## config.mk

```make
export PLATFORM = sky130hd
export DESIGN_NAME = gsr_status_top
export DESIGN_NICKNAME = d
export VERILOG_FILES = /design/src/verilog/gsr_pkg.sv /design/src/verilog/gsr_sync2.sv /design/src/verilog/gsr_swap_counter.sv /design/src/verilog/gsr_status_top.sv
export SDC_FILE = /design/constraint.sdc
export NUM_CORES = 1
export LEC_CHECK = 0
export BUFFER_PORTS_ARGS = -buffer_cell sky130_fd_sc_hd__buf_2
export CAP_MARGIN = 20
export CORE_ASPECT_RATIO = 1.4
export CORE_MARGIN = 3
export CORE_UTILIZATION = 48
export CTS_BUF_LIST = sky130_fd_sc_hd__clkbuf_16
export DETAILED_ROUTE_END_ITERATION = 10
export PLACE_DENSITY = 0.79
export SLEW_MARGIN = 20
export SYNTH_ARGS = -nofsm -noshare
export SYNTH_HDL_FRONTEND = slang
export SYNTH_SLANG_ARGS = --single-unit
```

## constraint.sdc

```tcl
create_clock -name clk -period 2.8 [get_ports clk]
set_clock_uncertainty 0.15 [all_clocks]
set_input_delay 0.28 -clock clk [delete_from_list [all_inputs] [get_ports clk]]
set_output_delay 0.28 -clock clk [all_outputs]
set_load 0.005 [all_outputs]
```

## src/verilog/gsr_pkg.sv

```systemverilog
// Functional notes
// status is read-only; any write clears all generated host interrupts
// bits 5:0 give free entries of 64-deep command FIFO; 0x3f empty, reset
// bit 6 is 0 during vertical retrace, 1 otherwise; resets to 1
// bit 7 is pixel engine pipeline busy only, not FIFO occupancy; reset 0
// bit 8 set when any texture unit part or its FIFOs is busy
// bit 9 set when any unit or FIFO is active; 0 only all idle
// bit 10 is 2D unit busy, resets to 0; bit 11 reserved reads zero
// bits 27:12 give memory FIFO free entries when enabled; 0xffff is empty
// bits 30:28 count pending buffer swaps: up on issue, down on completion
// bit 31 retrace interrupt flag is unimplemented and always reads zero
package gsr_pkg;

  localparam int unsigned GSR_AW = 12;

  localparam logic [GSR_AW-1:0] GSR_OFF_STATUS   = 12'h000;
  localparam logic [GSR_AW-1:0] GSR_OFF_INT_STAT = 12'h004;
  localparam logic [GSR_AW-1:0] GSR_OFF_INT_MASK = 12'h008;

  localparam logic [31:0] GSR_STATUS_RST    = 32'h0000007f;
  localparam logic [5:0]  GSR_CMD_FREE_EMPTY = 6'h3f;
  localparam logic [15:0] GSR_MEM_FREE_EMPTY = 16'hffff;
  localparam logic [2:0]  GSR_SWAP_RST       = 3'h0;
  localparam logic [2:0]  GSR_SWAP_MAX       = 3'h7;

  // interrupt status / mask bit positions
  localparam int unsigned GSR_IRQ_W         = 3;
  localparam int unsigned GSR_EVT_RETRACE   = 0;
  localparam int unsigned GSR_EVT_SWAP_DONE = 1;
  localparam int unsigned GSR_EVT_IDLE      = 2;
  localparam logic [GSR_IRQ_W-1:0] GSR_INT_RST = 3'h0;

  typedef struct packed {
    logic        pend_irq;
    logic [2:0]  swap_pending;
    logic [15:0] mem_free;
    logic        rsvd11;
    logic        busy_2d;
    logic        sys_busy;
    logic        texture_busy;
    logic        pixel_busy;
    logic        retrace_idle;
    logic [5:0]  cmd_free;
  } gsr_status_s;

  typedef struct packed {
    logic [5:0]  cmd_free;
    logic        pixel_engine_busy;
    logic        texture_engine_busy;
    logic        texture_fifo_busy;
    logic        busy_2d;
    logic        misc_busy;
    logic        mem_fifo_en;
    logic [15:0] mem_free;
    logic        swap_issue;
    logic        swap_done;
  } gsr_engine_s;

  function automatic logic gsr_any_busy(gsr_engine_s e, logic [2:0] swaps);
    gsr_any_busy = e.pixel_engine_busy | e.texture_engine_busy |
                   e.texture_fifo_busy | e.busy_2d | e.misc_busy |
                   (e.cmd_free != GSR_CMD_FREE_EMPTY) |
                   (e.mem_fifo_en & (e.mem_free != GSR_MEM_FREE_EMPTY)) |
                   (swaps != GSR_SWAP_RST);
  endfunction : gsr_any_busy

endpackage : gsr_pkg

```

## src/verilog/gsr_sync2.sv

```systemverilog
`timescale 1ns/1ps
`default_nettype none
module gsr_sync2
(
  input  wire logic clk,
  input  wire logic rst_n,
  input  wire logic d,
  output var  logic q
);

  logic meta_r;

  always_ff @(posedge clk or negedge rst_n)
  begin
    if (!rst_n)
    begin
      meta_r <= 1'b0;
      q      <= 1'b0;
    end
    else
    begin
      meta_r <= d;
      q      <= meta_r;
    end
  end

endmodule : gsr_sync2
`default_nettype wire

```

## src/verilog/gsr_swap_counter.sv

```systemverilog
`timescale 1ns/1ps
`default_nettype none
module gsr_swap_counter
  import gsr_pkg::*;
(
  input  wire logic       clk,
  input  wire logic       rst_n,
  input  wire logic       inc,
  input  wire logic       dec,
  output var  logic [2:0] count_r
);

  // saturates rather than wraps so a lost completion cannot fake idle
  always_ff @(posedge clk or negedge rst_n)
  begin
    if (!rst_n)
      count_r <= GSR_SWAP_RST;
    else if (inc && !dec && count_r != GSR_SWAP_MAX)
      count_r <= count_r + 3'h1;
    else if (dec && !inc && count_r != GSR_SWAP_RST)
      count_r <= count_r - 3'h1;
  end

endmodule : gsr_swap_counter
`default_nettype wire

```

## src/verilog/gsr_status_top.sv

```systemverilog
// Chosen here: the address map and the APB slave port.
`timescale 1ns/1ps
`default_nettype none
module gsr_status_top
  import gsr_pkg::*;
(
  input  wire logic              clk,
  input  wire logic              reset_n,
  input  wire logic              psel,
  input  wire logic              penable,
  input  wire logic              pwrite,
  input  wire logic [GSR_AW-1:0] paddr,
  input  wire logic [31:0]       pwdata,
  output var  logic [31:0]       prdata,
  output logic                   pready,
  output logic                   pslverr,
  input  wire logic              retrace_active,
  input  wire gsr_engine_s       eng,
  output logic                   irq
);

  logic                 rst_n;
  logic                 retrace_s;
  logic                 retrace_d_r;
  logic [2:0]           swap_cnt;
  gsr_status_s          status_r;
  logic [GSR_IRQ_W-1:0] int_stat_r;
  logic [GSR_IRQ_W-1:0] int_mask_r;
  logic [GSR_IRQ_W-1:0] evt;
  logic [GSR_IRQ_W-1:0] clr;
  logic                 setup;
  logic                 access;
  logic                 wr;
  logic                 mapped;
  logic                 busy_now;

  // one write decode shared by the clear and mask paths
  function automatic logic wr_hit
  (
    input logic              w,
    input logic [GSR_AW-1:0] a,
    input logic [GSR_AW-1:0] off
  );
    return w && (a == off);
  endfunction : wr_hit

  gsr_sync2 u_rst_sync
  (
    .clk   (clk),
    .rst_n (reset_n),
    .d     (1'b1),
    .q     (rst_n)
  );

  // retrace comes from the monitor timing pins, not our clock
  gsr_sync2 u_retrace_sync
  (
    .clk   (clk),
    .rst_n (rst_n),
    .d     (retrace_active),
    .q     (retrace_s)
  );

  gsr_swap_counter u_swap
  (
    .clk     (clk),
    .rst_n   (rst_n),
    .inc     (eng.swap_issue),
    .dec     (eng.swap_done),
    .count_r (swap_cnt)
  );

  assign setup  = psel && !penable;
  assign access = psel && penable;
  assign wr     = access && pwrite;
  assign mapped = (paddr == GSR_OFF_STATUS) ||
                  (paddr == GSR_OFF_INT_STAT) ||
                  (paddr == GSR_OFF_INT_MASK);

  // no wait states; unmapped addresses answer with an error
  assign pready  = 1'b1;
  assign pslverr = access && !mapped;

  assign busy_now = gsr_any_busy(eng, swap_cnt);

  always_ff @(posedge clk or negedge rst_n)
  begin
    if (!rst_n)
      status_r <= GSR_STATUS_RST;
    else
    begin
      status_r.cmd_free     <= eng.cmd_free;
      status_r.retrace_idle <= !retrace_s;
      status_r.pixel_busy   <= eng.pixel_engine_busy;
      status_r.texture_busy <= eng.texture_engine_busy |
                               eng.texture_fifo_busy;
      status_r.sys_busy     <= busy_now;
      status_r.busy_2d      <= eng.busy_2d;
      status_r.rsvd11       <= 1'b0;
      status_r.mem_free     <= eng.mem_fifo_en ? eng.mem_free
                                               : 16'h0000;
      status_r.swap_pending <= swap_cnt;
      status_r.pend_irq     <= 1'b0;
    end
  end

  always_ff @(posedge clk or negedge rst_n)
  begin
    if (!rst_n)
      retrace_d_r <= 1'b0;
    else
      retrace_d_r <= retrace_s;
  end

  always_comb
  begin
    evt                    = '0;
    evt[GSR_EVT_RETRACE]   = retrace_s && !retrace_d_r;
    evt[GSR_EVT_SWAP_DONE] = eng.swap_done;
    evt[GSR_EVT_IDLE]      = status_r.sys_busy && !busy_now;
  end

  // writing the status word wipes every generated interrupt
  always_comb
  begin
    clr = '0;
    if (wr_hit(wr, paddr, GSR_OFF_STATUS))
      clr = '1;
    else if (wr_hit(wr, paddr, GSR_OFF_INT_STAT))
      clr = pwdata[GSR_IRQ_W-1:0];
  end

  // a new event in the clearing cycle survives
  always_ff @(posedge clk or negedge rst_n)
  begin
    if (!rst_n)
      int_stat_r <= GSR_INT_RST;
    else
      int_stat_r <= (int_stat_r & ~clr) | evt;
  end

  always_ff @(posedge clk or negedge rst_n)
  begin
    if (!rst_n)
      int_mask_r <= GSR_INT_RST;
    else if (wr_hit(wr, paddr, GSR_OFF_INT_MASK))
      int_mask_r <= pwdata[GSR_IRQ_W-1:0];
  end

  assign irq = |(int_stat_r & int_mask_r);

  // read data is latched in setup so it is stable through access
  always_ff @(posedge clk or negedge rst_n)
  begin
    if (!rst_n)
      prdata <= 32'h00000000;
    else if (setup && !pwrite)
    begin
      case (paddr)
        GSR_OFF_STATUS:   prdata <= status_r;
        GSR_OFF_INT_STAT: prdata <= {29'h0, int_stat_r};
        GSR_OFF_INT_MASK: prdata <= {29'h0, int_mask_r};
        default:          prdata <= 32'h00000000;
      endcase
    end
  end
endmodule : gsr_status_top
`default_nettype wire

```

==> results.md <==
- The run finished with clean final reports.
- The yosys synthesis warning count is 0.
- Sorting the synthesized cells by area gives the leading types as sky130_fd_sc_hd__dfrtp_1 59%, sky130_fd_sc_hd__a22o_1 8.3%, sky130_fd_sc_hd__dfstp_2 6.4%.
- The number of buffers inserted to repair setup after CTS is 0.
- In this run the static leakage power is 1.86 nW.
- The floorplan has 32 rows.
- The number of global-route vias before repair is ~2.2k.
- The largest total area in the synthesized netlist belongs to sky130_fd_sc_hd__dfrtp_1.
- Dividing the detail-routed via count by the number of cells gives 5.41.
- The initial antenna violation count is 0.
- The maximum frequency from static timing analysis is 491 MHz.
- The synthesized area is 0.00285 mm².
- The completed layout was analyzed and its total power is 2.56 mW.
- In this run, synthesis produced a sequential element count of 74.
- The critical path launch point type is a flip-flop.
- The met1 global-route usage is 0.226.
- The met2 usage in global routing is 0.328.
- The worst path arrival time is 2150 ps.
- The count of final hold-check violations is 0.
- For this run, the total global-route usage over all layers was measured as 0.195.
- Detailed placement ended at an HPWL of approximately 4.3 mm.
- The number of buffers added on ports is 82.
- The longest clock path from root to sink contains 2 buffers.
- The placeable core area is 0.00565 mm².
- The global-route wire length before repair is 10.4 mm.
- The final worst-path cycle share is 0.727.
- The sink count of the clock tree is 74.
- 0 antenna diodes ended up in the layout.
- The root buffer selected by CTS is sky130_fd_sc_hd__clkbuf_16.
- After synthesis, the netlist uses 43 different library cells.
- The number of nets in the finished design is 393.
- For this run, design rule violations remaining after detail routing come to 0.
- At the later pin of the worst-skew pair, clock insertion delay measures 320 ps.
- The worst hold-check path type is in -> reg.
- After clock tree synthesis, the clock-pin slew on the worst setup and hold paths is 50 ps.
- TritonCTS built the clock tree.
- For this run, the slowest stage of the critical path takes 550 ps.
- After the first detailed-routing iteration, the DRC count stood at 100.
- The worst pin sits at a relative slew slack of 0.646.
- IR analysis of the VDD net gives a maximum drop of 0.457 mV.
- The share of the yosys chip area belonging to registers is 0.652.
- The layout overhead on the synthesized area is 30.5%.
- The I/O pin total is 115.
- The die covers 0.00692 mm².
- For this run, the share of the core covered by cells in the final layout is 0.659.
- The number of fillers in the final layout is 419.
- The number of optimization iterations in the first detailed-route pass is 4.
- The area of combinational cells with multiple inputs is about 920 µm².
- STA puts the critical path data required time at 2910 ps.
- The H-tree generated during clock tree synthesis spans 3 levels.
- The category of the critical setup timing path is reg -> reg.
- The worst setup path is captured at a flip-flop.
- The routed design has 6.20 mm of wire.
- The global placer's final weighted congestion is 0.800.
- The die is 71.2 µm wide.
- Synthesis produced a netlist whose cell count is 216.
- The overall via count from detail_route is 2083.
- The initial core utilization is 0.505.
- The met3 track demand over resource in global routing is 0.0518.
- Along the worst path, the maximum fanout reaches 10.
- Clock tree synthesis inserted a total of 9 buffers.
- The global-route congestion overflow total is 0.
- Entering global routing, the biggest net connects 73 pins.
- In this run the remaining antenna-violating nets after routing total 0.
- The mean routed wirelength per cell is roughly 16 µm.
- The layer flagged by global routing as most heavily used is met2.
- The die height is 97.2 µm.
- The share of synthesized area in the top cell type comes to 0.588.
- Max-cap violations in this run came to 0.
- The measured slew at the worst slew-check pin is ~520 ps.
- The number of failing setup endpoints in the final timing report is 0.
- The critical path goes through nand3_1, nand2_1, fa_1, nand2b_1, o22ai_1, o21ai_0, o221a_2.
- The final setup TNS is 0 ps.
- Subtracting the final worst setup slack from the clock period gives 2040 ps.
- The average instance in the mapped netlist occupies 13.2 µm².
- Setup repair after global routing left no endpoint under its margin.
- In the final layout, the share of cells above drive strength 1 is 0.379.
- The sequential cell area is 0.00186 mm².
- For this design, the slowest cell found on the critical path is sky130_fd_sc_hd__fa_1.
- The max-slew violation total from the final report is 0.
- For this design the ratio of total power to cell area is ~700 mW/mm².
final timing paths:
kind,start,to,slack [ps],depth (start not counted)
setup / recovery,u_swap.count_r[0]$_DFFE_PN0P_,u_swap.count_r[1]$_DFFE_PN0P_,760,7
hold / removal,eng[21],status_r[8]$_DFF_PN0_,30,2
setup reg to reg,u_swap.count_r[0]$_DFFE_PN0P_,u_swap.count_r[1]$_DFFE_PN0P_,760,7
hold reg to reg,u_rst_sync.q$_DFF_PN0_,prdata[25]$_DFFE_PN0P_,120,1
max in group asynchronous,u_rst_sync.q$_DFF_PN0_,status_r[6]$_DFF_PN1_,2030,1
min in group asynchronous,reset_n,u_rst_sync.q$_DFF_PN0_,120,2
synthesized netlist by cell type:
cell type / n
sky130_fd_sc_hd__dfrtp_1: 67
sky130_fd_sc_hd__a22o_1: 27
sky130_fd_sc_hd__and2_1: 16
sky130_fd_sc_hd__nand4_1: 8
sky130_fd_sc_hd__clkbuf_1: 7
sky130_fd_sc_hd__dfstp_2: 7
sky130_fd_sc_hd__nor2_1: 7
sky130_fd_sc_hd__o21ai_0: 7
sky130_fd_sc_hd__nor2b_1: 6
sky130_fd_sc_hd__buf_4: 5
sky130_fd_sc_hd__nand2_1: 5
sky130_fd_sc_hd__a22oi_1: 3
sky130_fd_sc_hd__inv_1: 3
sky130_fd_sc_hd__mux2_2: 3
sky130_fd_sc_hd__mux2i_1: 3
sky130_fd_sc_hd__nand2b_1: 3
sky130_fd_sc_hd__nor3_1: 3
sky130_fd_sc_hd__o21ai_1: 3
sky130_fd_sc_hd__a211oi_1: 2
sky130_fd_sc_hd__a21oi_1: 2
sky130_fd_sc_hd__a31oi_1: 2
sky130_fd_sc_hd__conb_1: 2
sky130_fd_sc_hd__nand3_1: 2
sky130_fd_sc_hd__nor3b_1: 2
sky130_fd_sc_hd__or2_2: 2
sky130_fd_sc_hd__or4_4: 2
sky130_fd_sc_hd__a21o_1: 1
sky130_fd_sc_hd__a222oi_1: 1
sky130_fd_sc_hd__and4_1: 1
sky130_fd_sc_hd__and4b_1: 1
sky130_fd_sc_hd__fa_1: 1
sky130_fd_sc_hd__nand3b_1: 1
sky130_fd_sc_hd__nor2_2: 1
sky130_fd_sc_hd__nor3_2: 1
sky130_fd_sc_hd__nor4_1: 1
sky130_fd_sc_hd__nor4_2: 1
sky130_fd_sc_hd__nor4_4: 1
sky130_fd_sc_hd__nor4b_1: 1
sky130_fd_sc_hd__o211ai_1: 1
sky130_fd_sc_hd__o221a_2: 1
sky130_fd_sc_hd__o22ai_1: 1
sky130_fd_sc_hd__o311a_1: 1
sky130_fd_sc_hd__o41ai_1: 1
report_power, final:
part | internal [mW] | total, mW | switching [mW] | leakage, nW
logic | 0.128 | 0.255 | 0.127 | 0.773
clock network | 0.687 | 1.11 | 0.419 | 0.143
registers | 1.14 | 1.20 | 0.0669 | 0.946
stage by stage:
stage          area, µm²  hold slack [ps]  cells  setup WS (ps)
3_3_place_gp        3330            -86.4    359            679
2_1_floorplan       2860             -166    218            449
5_1_grt             3720             29.3    385            646
3_5_place_dp        3330            -82.7    359            624
6_report            3720             26.3    385            763
4_1_cts             3720             17.0    385            758
final cells by class:
class | count | area share
flip-flops and latches | 74 | 0.500
clock inverters | 7 | 0.0185
multi-input cells | 129 | 0.248
clock buffers | 9 | 0.0605
well taps | 68 | 0.0229
repair buffers | 95 | 0.147
inverters | 3 | 0.00303
per-layer routing:
metal	part of all wire	routed length [µm]
met1	0.40	2460
met2	0.53	3280
met3	0.048	295
met4	0.026	162
met5	0	0
sequential cells by signal (all words and copies together), names as in the netlist:
| name | count |
|---|---|
| int_stat_r | 3 |
| u_rst_sync.meta_r | 1 |
| u_retrace_sync.q | 1 |
| status_r | 30 |
| prdata | 30 |
| u_swap.count_r | 3 |
| u_retrace_sync.meta_r | 1 |
| retrace_d_r | 1 |
| int_mask_r | 3 |
| u_rst_sync.q | 1 |
layout by cell type, fill, tap and decap left out, drive strengths merged, types with 2 or more instances in the layout:
master	Yosys	routed
nand4	8	8
buf	5	85
o21ai	10	10
nor2	8	8
clkbuf	7	9
nand2b	3	3
a31oi	2	2
nand3	2	2
a22o	27	27
a22oi	3	3
inv	3	4
or4	2	2
conb	2	4
and2	16	16
dfrtp	67	67
dfstp	7	7
a211oi	2	2
mux2i	3	3
nor4	3	3
mux2	3	3
clkinv	0	4
nand2	5	5
dlygate4sd3	0	10
or2	2	2
nor3	4	4
nor2b	6	6
a21oi	2	2
nor3b	2	2
repair_timing:
item / 4_1_cts / 5_1_grt
hold buffers: 10 / 0
endpoints found under the hold margin: 11 / 0
resized for setup: 0 / 0
cells by family after synthesis:
family / synth area share
mux: 0.0224
buf+inv: 0.0263
other cells: 0.00263
flops: 0.652
fa+ha+maj: 0.00702
simple gates: 0.146
compound gates: 0.143
worst max-delay path, delay by kind of cell, from the launching register on:
kind	cells	cell delay, ps
AOI/OAI and AO/OA	3	440
adders and majority gates	1	550
DFF	1	490
and+or+nand+nor	3	350
(Power assumes the default switching activity.)
